[src/sgc_pkg.sv]
// Package with register layout, reset values and management frame constants.
package sgc_pkg;

  localparam logic [4:0] CTRL_REGAD     = 5'h00;
  localparam logic [4:0] BCAST_PHYAD    = 5'h00;

  localparam int         BIT_RESET      = 15;
  localparam int         BIT_RSVD14     = 14;
  localparam int         BIT_SPEED_LSB  = 13;
  localparam int         BIT_AN_EN      = 12;
  localparam int         BIT_PWR_DN     = 11;
  localparam int         BIT_ISOLATE    = 10;
  localparam int         BIT_AN_RESTART = 9;
  localparam int         BIT_DUPLEX     = 8;
  localparam int         BIT_COL_TEST   = 7;
  localparam int         BIT_SPEED_MSB  = 6;
  localparam int         BIT_UNIDIR     = 5;
  localparam int         LOW_FIELD_MSB  = 4;

  localparam logic       RST_RESET      = 1'b0;
  localparam logic       RST_RSVD14     = 1'b0;
  localparam logic       RST_AN_EN      = 1'b1;
  localparam logic       RST_BIT11      = 1'b0;
  localparam logic       RST_ISOLATE    = 1'b1;
  localparam logic       RST_AN_RESTART = 1'b0;
  localparam logic       RST_UNIDIR     = 1'b0;

  localparam logic       VAL_SPEED_LSB  = 1'b0;
  localparam logic       VAL_SPEED_MSB  = 1'b1;
  localparam logic       VAL_DUPLEX     = 1'b1;
  localparam logic       VAL_COL_TEST   = 1'b0;
  localparam logic [4:0] VAL_LOW_FIELD  = 5'h00;

  localparam logic [1:0] OP_WRITE       = 2'h1;
  localparam logic [1:0] OP_READ        = 2'h2;
  localparam logic [3:0] HDR_LAST       = 4'hB;
  localparam logic [3:0] TA_LAST        = 4'h1;
  localparam logic [3:0] DATA_LAST      = 4'hF;
  localparam int         STALL_CYCLES   = 2000;

  typedef enum logic [2:0] {
    SGC_IDLE  = 3'h0,
    SGC_START = 3'h1,
    SGC_HDR   = 3'h2,
    SGC_WTA   = 3'h3,
    SGC_WDATA = 3'h4,
    SGC_RTA   = 3'h5,
    SGC_RDATA = 3'h6
  } sgc_mdio_state_t;

endpackage : sgc_pkg

[src/sgc_ctrl_reg.sv]
// Control register of one serial channel with its self-clearing requests.
module sgc_ctrl_reg #(
  parameter bit HAS_POWER_DOWN = 1'b1
) (
  input  wire logic        clk,
  input  wire logic        rst,
  input  wire logic        wr_en,
  input  wire logic [15:0] wdata,
  output logic      [15:0] rdata,
  output logic             module_reset_req,
  input  wire logic        module_reset_ack,
  output logic             autoneg_restart_req,
  input  wire logic        autoneg_restart_ack,
  output logic             autoneg_enable,
  output logic             power_down,
  output logic             isolate,
  output logic             unidir_tx_enable
);

  logic reset_pend;
  logic rsvd14;
  logic an_en;
  logic bit11;
  logic iso;
  logic restart_pend;
  logic unidir;
  logic take_reset;

  // The module reset is taken when the controlled logic acknowledges it.
  assign take_reset = module_reset_ack & reset_pend;

  always_ff @(posedge clk) begin
    if (rst) begin
      reset_pend <= sgc_pkg::RST_RESET;
    end else if (wr_en && wdata[sgc_pkg::BIT_RESET]) begin
      reset_pend <= 1'b1;
    end else if (take_reset) begin
      reset_pend <= 1'b0;
    end
  end

  always_ff @(posedge clk) begin
    if (rst || take_reset) begin
      rsvd14 <= sgc_pkg::RST_RSVD14;
      an_en  <= sgc_pkg::RST_AN_EN;
      bit11  <= sgc_pkg::RST_BIT11;
      iso    <= sgc_pkg::RST_ISOLATE;
      unidir <= sgc_pkg::RST_UNIDIR;
    end else if (wr_en) begin
      rsvd14 <= wdata[sgc_pkg::BIT_RSVD14];
      an_en  <= wdata[sgc_pkg::BIT_AN_EN];
      iso    <= wdata[sgc_pkg::BIT_ISOLATE];
      unidir <= wdata[sgc_pkg::BIT_UNIDIR];
      if (HAS_POWER_DOWN) begin
        bit11 <= bit11 | wdata[sgc_pkg::BIT_PWR_DN];
      end else begin
        bit11 <= wdata[sgc_pkg::BIT_PWR_DN];
      end
    end
  end

  always_ff @(posedge clk) begin
    if (rst || take_reset) begin
      restart_pend <= sgc_pkg::RST_AN_RESTART;
    end else if (wr_en && wdata[sgc_pkg::BIT_AN_RESTART]) begin
      restart_pend <= 1'b1;
    end else if (autoneg_restart_ack) begin
      restart_pend <= 1'b0;
    end
  end

  always_comb begin
    rdata                              = 16'h0000;
    rdata[sgc_pkg::BIT_RESET]          = reset_pend;
    rdata[sgc_pkg::BIT_RSVD14]         = rsvd14;
    rdata[sgc_pkg::BIT_SPEED_LSB]      = sgc_pkg::VAL_SPEED_LSB;
    rdata[sgc_pkg::BIT_AN_EN]          = an_en;
    rdata[sgc_pkg::BIT_PWR_DN]         = bit11;
    rdata[sgc_pkg::BIT_ISOLATE]        = iso;
    rdata[sgc_pkg::BIT_AN_RESTART]     = restart_pend;
    rdata[sgc_pkg::BIT_DUPLEX]         = sgc_pkg::VAL_DUPLEX;
    rdata[sgc_pkg::BIT_COL_TEST]       = sgc_pkg::VAL_COL_TEST;
    rdata[sgc_pkg::BIT_SPEED_MSB]      = sgc_pkg::VAL_SPEED_MSB;
    rdata[sgc_pkg::BIT_UNIDIR]         = unidir;
    rdata[sgc_pkg::LOW_FIELD_MSB:0]    = sgc_pkg::VAL_LOW_FIELD;
  end

  assign module_reset_req    = reset_pend;
  assign autoneg_restart_req = restart_pend;
  assign autoneg_enable      = an_en;
  assign isolate             = iso;
  assign power_down          = HAS_POWER_DOWN ? bit11 : 1'b0;
  assign unidir_tx_enable    = unidir & ~an_en;

endmodule : sgc_ctrl_reg

[src/sgc_control.sv]
// Per-channel management serial slaves, each holding its own control register.
module sgc_control #(
  parameter int NUM_CH      = 4,
  parameter int STALL_LIMIT = sgc_pkg::STALL_CYCLES
) (
  input  wire logic                clk,
  input  wire logic                rst,
  input  wire logic [NUM_CH*5-1:0] phyad,
  input  wire logic [NUM_CH-1:0]   mdc,
  input  wire logic [NUM_CH-1:0]   mdio_in,
  output logic      [NUM_CH-1:0]   mdio_out,
  output logic      [NUM_CH-1:0]   mdio_tri,
  output logic      [NUM_CH-1:0]   module_reset_req,
  input  wire logic [NUM_CH-1:0]   module_reset_ack,
  output logic      [NUM_CH-1:0]   autoneg_restart_req,
  input  wire logic [NUM_CH-1:0]   autoneg_restart_ack,
  output logic      [NUM_CH-1:0]   autoneg_enable,
  output logic      [NUM_CH-1:0]   power_down,
  output logic      [NUM_CH-1:0]   isolate,
  output logic      [NUM_CH-1:0]   unidir_tx_enable
);

  if (NUM_CH < 1 || NUM_CH > 31) begin : g_bad_num_ch
    $error("NUM_CH must lie between 1 and 31.");
  end

  if (STALL_LIMIT < 16 || STALL_LIMIT > 4095) begin : g_bad_stall
    $error("STALL_LIMIT must lie between 16 and 4095.");
  end

  // A frame is ours when it names our address or the broadcast address.
  function automatic logic sgc_addressed(input logic [4:0] frame_ad, input logic [4:0] own_ad);
    sgc_addressed = (frame_ad == own_ad) || (frame_ad == sgc_pkg::BCAST_PHYAD);
  endfunction : sgc_addressed

  for (genvar ch = 0; ch < NUM_CH; ch++) begin : g_ch
    logic [2:0]               mdc_sync;
    logic [1:0]               mdio_sync;
    logic                     mdc_rise;
    logic                     mdc_fall;
    logic                     bit_in;
    sgc_pkg::sgc_mdio_state_t state;
    sgc_pkg::sgc_mdio_state_t next_state;
    logic [3:0]               cnt;
    logic [11:0]              hdr;
    logic [11:0]              next_hdr;
    logic                     hit;
    logic                     is_write;
    logic [15:0]              wshift;
    logic [15:0]              rshift;
    logic [15:0]              reg_rdata;
    logic                     reg_wr;
    logic                     out_bit;
    logic                     tri_bit;
    logic [4:0]               ad_meta;
    logic [4:0]               own_ad;
    logic [11:0]              stall_cnt;
    logic                     stall_hit;

    // The first stage of each synchroniser feeds only the second stage.
    always_ff @(posedge clk) begin
      if (rst) begin
        mdc_sync  <= 3'h0;
        mdio_sync <= 2'h3;
        ad_meta   <= 5'h00;
        own_ad    <= 5'h00;
      end else begin
        mdc_sync  <= {mdc_sync[1:0], mdc[ch]};
        mdio_sync <= {mdio_sync[0], mdio_in[ch]};
        ad_meta   <= phyad[ch*5 +: 5];
        own_ad    <= ad_meta;
      end
    end

    assign mdc_rise = mdc_sync[1] & ~mdc_sync[2];
    assign mdc_fall = ~mdc_sync[1] & mdc_sync[2];
    assign bit_in   = mdio_sync[1];
    assign next_hdr = {hdr[10:0], bit_in};

    // A frame cut short by a stopped management clock is dropped and the line released.
    // A station must therefore not pause the clock inside a frame for STALL_LIMIT cycles.
    always_ff @(posedge clk) begin
      if (rst || stall_hit || mdc_rise || mdc_fall ||
          (state == sgc_pkg::SGC_IDLE && tri_bit)) begin
        stall_cnt <= 12'h000;
      end else begin
        stall_cnt <= stall_cnt + 12'h001;
      end
    end

    assign stall_hit = (stall_cnt == 12'(STALL_LIMIT));

    always_comb begin
      next_state = state;
      case (state)
        sgc_pkg::SGC_IDLE:  next_state = bit_in ? sgc_pkg::SGC_IDLE : sgc_pkg::SGC_START;
        sgc_pkg::SGC_START: next_state = bit_in ? sgc_pkg::SGC_HDR : sgc_pkg::SGC_IDLE;
        sgc_pkg::SGC_HDR: begin
          if (cnt == sgc_pkg::HDR_LAST) begin
            if (sgc_addressed(next_hdr[9:5], own_ad) &&
                next_hdr[11:10] == sgc_pkg::OP_READ) begin
              next_state = sgc_pkg::SGC_RTA;
            end else begin
              next_state = sgc_pkg::SGC_WTA;
            end
          end
        end
        sgc_pkg::SGC_WTA:   next_state = (cnt == sgc_pkg::TA_LAST) ? sgc_pkg::SGC_WDATA : state;
        sgc_pkg::SGC_RTA:   next_state = (cnt == sgc_pkg::TA_LAST) ? sgc_pkg::SGC_RDATA : state;
        sgc_pkg::SGC_WDATA: next_state = (cnt == sgc_pkg::DATA_LAST) ? sgc_pkg::SGC_IDLE : state;
        sgc_pkg::SGC_RDATA: next_state = (cnt == sgc_pkg::DATA_LAST) ? sgc_pkg::SGC_IDLE : state;
        default:            next_state = sgc_pkg::SGC_IDLE;
      endcase
    end

    always_ff @(posedge clk) begin
      if (rst) begin
        state <= sgc_pkg::SGC_IDLE;
        cnt   <= 4'h0;
      end else if (stall_hit) begin
        state <= sgc_pkg::SGC_IDLE;
        cnt   <= 4'h0;
      end else if (mdc_rise) begin
        state <= next_state;
        cnt   <= (next_state != state) ? 4'h0 : cnt + 4'h1;
      end
    end

    always_ff @(posedge clk) begin
      if (rst) begin
        hdr      <= 12'h000;
        hit      <= 1'b0;
        is_write <= 1'b0;
        rshift   <= 16'h0000;
      end else if (mdc_rise && state == sgc_pkg::SGC_HDR) begin
        hdr <= next_hdr;
        if (cnt == sgc_pkg::HDR_LAST) begin
          hit      <= sgc_addressed(next_hdr[9:5], own_ad) &&
                      next_hdr[4:0] == sgc_pkg::CTRL_REGAD;
          is_write <= next_hdr[11:10] == sgc_pkg::OP_WRITE;
          rshift   <= (next_hdr[4:0] == sgc_pkg::CTRL_REGAD) ? reg_rdata : 16'h0000;
        end
      end else if (mdc_rise && state == sgc_pkg::SGC_RDATA) begin
        rshift <= {rshift[14:0], 1'b0};
      end
    end

    always_ff @(posedge clk) begin
      if (rst) begin
        wshift <= 16'h0000;
        reg_wr <= 1'b0;
      end else begin
        reg_wr <= 1'b0;
        if (mdc_rise && state == sgc_pkg::SGC_WDATA) begin
          wshift <= {wshift[14:0], bit_in};
          reg_wr <= (cnt == sgc_pkg::DATA_LAST) && hit && is_write;
        end
      end
    end

    // The slave drives the line only on falling clock edges, low for the last turnaround bit, then the register bits.
    always_ff @(posedge clk) begin
      if (rst) begin
        out_bit <= 1'b1;
        tri_bit <= 1'b1;
      end else if (stall_hit) begin
        out_bit <= 1'b1;
        tri_bit <= 1'b1;
      end else if (mdc_fall) begin
        if (state == sgc_pkg::SGC_RTA && cnt == sgc_pkg::TA_LAST) begin
          out_bit <= 1'b0;
          tri_bit <= 1'b0;
        end else if (state == sgc_pkg::SGC_RDATA) begin
          out_bit <= rshift[15];
          tri_bit <= 1'b0;
        end else begin
          out_bit <= 1'b1;
          tri_bit <= 1'b1;
        end
      end
    end

    assign mdio_out[ch] = out_bit;
    assign mdio_tri[ch] = tri_bit;

    sgc_ctrl_reg #(
      .HAS_POWER_DOWN (ch == 0)
    ) u_reg (
      .clk                 (clk),
      .rst                 (rst),
      .wr_en               (reg_wr),
      .wdata               (wshift),
      .rdata               (reg_rdata),
      .module_reset_req    (module_reset_req[ch]),
      .module_reset_ack    (module_reset_ack[ch]),
      .autoneg_restart_req (autoneg_restart_req[ch]),
      .autoneg_restart_ack (autoneg_restart_ack[ch]),
      .autoneg_enable      (autoneg_enable[ch]),
      .power_down          (power_down[ch]),
      .isolate             (isolate[ch]),
      .unidir_tx_enable    (unidir_tx_enable[ch])
    );
  end

endmodule : sgc_control

[config.mk]
export PLATFORM = sky130hd
export DESIGN_NAME = sgc_control
export DESIGN_NICKNAME = d
export VERILOG_FILES = /design/src/sgc_pkg.sv /design/src/sgc_ctrl_reg.sv /design/src/sgc_control.sv
export SDC_FILE = /design/constraint.sdc
export NUM_CORES = 1
export LEC_CHECK = 0
export BUFFER_PORTS_ARGS = -buffer_cell sky130_fd_sc_hd__clkbuf_2
export CAP_MARGIN = 20
export CORE_AREA = 2 2 197 199
export CTS_BUF_LIST = sky130_fd_sc_hd__clkbuf_8
export CTS_CLUSTER_DIAMETER = 100
export DETAILED_ROUTE_END_ITERATION = 10
export DIE_AREA = 0 0 199 201
export MAX_ROUTING_LAYER = met4
export PLACE_DENSITY = 0.65
export SYNTH_ARGS = -nofsm -noshare
export SYNTH_HDL_FRONTEND = slang
export SYNTH_HIERARCHICAL = 1
export SYNTH_SLANG_ARGS = --single-unit
[constraint.sdc]
create_clock -name clk -period 2.71 [get_ports clk]
set_input_delay 0.271 -clock clk [delete_from_list [all_inputs] [get_ports clk]]
set_output_delay 0.271 -clock clk [all_outputs]
set_load 0.05 [all_outputs]
==> impl_metrics.env <==
export IMPL_cts_max_level=2
export IMPL_multiInputGateArea_sq_um=6882
export IMPL_drt_iter0_drc=580
export IMPL_finalCritPeriodShare_pct=84.79
export IMPL_drt_wl_total_mm=28.87
export IMPL_yosysTopAreaCell="dfxtp_1"
export IMPL_post_cts_resized=0
export IMPL_synth_cells=1744
export IMPL_numCtsBuffers=58
export IMPL_final_util_pct=45.03
export IMPL_synth_seq_cells=356
export IMPL_clockBufferDepth=3
export IMPL_placed_cells=2211
export IMPL_layout_commonest_cell="dfxtp_1"
export IMPL_std_cell_rows=72
export IMPL_rsz0062_at_grt="no"
export IMPL_final_nets=1846
export IMPL_yosys_warnings=6
export IMPL_mostFrequentLayoutCells="356 x dfxtp_1, 294 x nand2_1, 160 x nor2_1"
export IMPL_grt_pass1_vias=10680
export IMPL_core_sq_um=38110
export IMPL_synth_area_per_cell_sq_um=8.590
export IMPL_maxSlewViolCount=0
export IMPL_num_vias=11490
export IMPL_path_class="reg2reg"
export IMPL_worstSkewPairLatency_ns=0.64
export IMPL_synth_seq_area_share_pct=47.57
export IMPL_tightest_slew_ns=1.050
export IMPL_r2r_start="g_ch[3].state[1]"
export IMPL_drive_gt1_share_pct=13.09
export IMPL_seq_power_share_pct=46.9
export IMPL_post_place_ws_ns=0.4221
export IMPL_p_sw_share_pct=21.87
export IMPL_fin_crit_ns=2.298
export IMPL_die_area_sq_um=40000
export IMPL_syn_to_final_growth_pct=14.53
export IMPL_stdcell_count=2360
export IMPL_clock_sinks=356
export IMPL_io_pins=70
export IMPL_pwr_share_clk_pct=49.7
export IMPL_switchingPower_mw=2.491
export IMPL_seqCellArea_sq_um=7127
export IMPL_cts_setup_buffers=0
export IMPL_worstPathCellList="or3b_1 > or2_4 > nor3_4 > a221oi_1 > nor3_1"
export IMPL_initial_utilization_pct=39.31
export IMPL_fillers=3675
export IMPL_holdBufCountCts=38
export IMPL_antenna_found_initial=1
export IMPL_cp_required_ns=3.27
export IMPL_hold_class="in2reg"
export IMPL_max_vdd_ir_drop_uv=438.9
export IMPL_p_per_area_nw_per_um2=663.8
export IMPL_arrival_ns=2.86
export IMPL_drc=0
export IMPL_critPathSlowestCell="nor3_4"
export IMPL_synth_top_area_share_pct=47.57
export IMPL_wire_per_inst_um=12.23
export IMPL_grt_pass1_wl_mm=49.76
export IMPL_outcome="finished, final reports clean"
export IMPL_p_leak_nw=6.265
export IMPL_netlist_area_sq_um=14980
export IMPL_crit_path_start="g_ch[3].state[1]"
export IMPL_endpoint_kind="flip-flop"
export IMPL_ant_nets=0
export IMPL_viasPerCell=4.867
export IMPL_synth_cell_types=66
export IMPL_setup_violations=0
export IMPL_overflow=0
export IMPL_internal_power_mw=8.897
export IMPL_cp_start_kind="flip-flop"
export IMPL_synth_ff_type="dfxtp_1"
export IMPL_clk_pin_slew_ns=0.06
export IMPL_synthTopCellsByArea="dfxtp_1 48%, nand2_1 7.4%, a21oi_1 5.0%"
export IMPL_cts_tree="built"
export IMPL_drv_cap=0
export IMPL_fp_dieW_um=199
export IMPL_pwr_share_comb_pct=3.3
export IMPL_portBuffers=66
export IMPL_fin_setup_tns_ns=0
export IMPL_cts_root_buffer="clkbuf_8"
export IMPL_clock_skew_ns=0.01571
export IMPL_grt_max_degree=167
export IMPL_grt_usage_pct=15.03
export IMPL_worstPathMaxFanout=14
export IMPL_slowest_delay_ns=0.58
export IMPL_relSlewSlack_pct=29.55
export IMPL_async_reset_ff_share_pct=0
export IMPL_synth_edf_count=0
export IMPL_gp_congestion=0.8063
export IMPL_dr_pass1_iters=5
export IMPL_hpwl_mm=18.26
export IMPL_fin_ws_ns=0.4122
export IMPL_fmax_mhz=435.2
export IMPL_fp_dieH_um=201
export IMPL_final_hold_viol_count=0
export IMPL_hp_start="rst"
registers in the layout, indices dropped and copies added, names as in the netlist:
signal,count
g_ch.ad_meta,20
g_ch.stall_cnt,48
g_ch.cnt,16
g_ch.reg_wr,4
g_ch.mdio_sync,8
g_ch.u_reg/power_down,1
g_ch.state,12
g_ch.u_reg/rsvd14,4
g_ch.u_reg/bit11,3
g_ch.u_reg/autoneg_restart_req,4
g_ch.mdc_sync,12
g_ch.own_ad,20
g_ch.u_reg/module_reset_req,4
g_ch.u_reg/autoneg_enable,4
g_ch.u_reg/unidir,4
g_ch.u_reg/isolate,4
g_ch.hit,4
g_ch.out_bit,4
g_ch.wshift,64
g_ch.hdr,44
g_ch.is_write,4
g_ch.rshift,64
g_ch.tri_bit,4
critical path: cells and delay by family, from the launching register on:
kind | cells | cell delay (ns)
compound gates | 1 | 0.16
simple gates | 4 | 1.51
flops | 1 | 0.55
power groups by stage:
stage	Clock (mW)	Combinational [mW]	Sequential, mW
after global routing	6.08	0.424	5.35
final	5.67	0.379	5.34
after global placement	0	0.334	5.46
after CTS	5.84	0.383	5.34
after detailed placement	0	0.340	5.46
after floorplan	0	0.303	5.43
synthesized netlist by cell type (4+ instances only):
cell type,instances
or2_2,10
buf_4,79
nor3_1,72
a31oi_1,8
buf_2,6
nand3_1,24
o21a_1,6
xnor2_1,37
a21oi_1,151
o21ai_1,4
nand2_1,294
clkbuf_1,85
nand2b_1,32
or3_1,6
inv_1,21
nor3_2,11
a221oi_1,52
a21boi_0,4
nor2_1,160
mux2i_1,20
nand3b_1,16
a211oi_1,6
dfxtp_1,356
conb_1,8
and3_1,17
o21ai_0,31
ha_1,16
nand4_1,12
xor2_1,36
o41ai_1,4
or4_1,9
buf_6,6
nor2b_1,69
nor3b_1,10
nor4_1,6
a21o_1,7
a221oi_2,9
final cells by class:
type,count,area share [%]
Tap cell,518,3.777
Clock inverter,28,2.071
Inverter,21,0.4594
Timing Repair Buffer,133,5.535
Multi-Input combinational cell,1222,40.11
Sequential cell,356,41.54
Antenna cell,1,0.01458
Clock buffer,81,6.497
metrics by stage:
stage | area [sq um] | hold WS [ns] | power (mW)
final | 17160 | 0.07480 | 11.39
after global routing | 17160 | 0.09053 | 11.85
after CTS | 17150 | 0.04112 | 11.56
after detailed placement | 15300 | 0.4046 | 5.799
after global placement | 15300 | 0.3996 | 5.791
after floorplan | 15100 | 0.3401 | 5.738
logic make-up after synthesis:
group	count (synthesis)	synth area share [%]
AND/OR/NAND/NOR	768	24.77
AO/OA/AOI/OAI	305	13.17
other	8	0.2005
flip-flops	356	47.57
adder cells (fa/ha/maj)	16	1.336
XOR/XNOR	73	4.268
buffers and inverters	197	7.266
multiplexers	21	1.411
path summary, 6_finish.rpt:
check | to | slack (ns) | cells past startpoint
worst max-delay path | g_ch[3].rshift[6] | 0.41 | 5
worst min-delay path | g_ch[2].rshift[0] | 0.07 | 2
worst max register to register | g_ch[3].rshift[6] | 0.41 | 5
worst min register to register | g_ch[2].mdio_sync[1] | 0.41 | 1
layer usage:
| metal | share of wire, % | track usage [%] | wire length (um) | up-vias |
|---|---|---|---|---|
| li1 | - | - | - | 5928 |
| met1 | 48 | 19.65 | 13930 | 5335 |
| met2 | 45 | 22.79 | 13080 | 168 |
| met3 | 3.9 | 3.041 | 1140 | 54 |
| met4 | 2.5 | 5.837 | 724 | 0 |
| met5 | 0 | - | 0 | - |
Power figures use the tool's default switching activity.
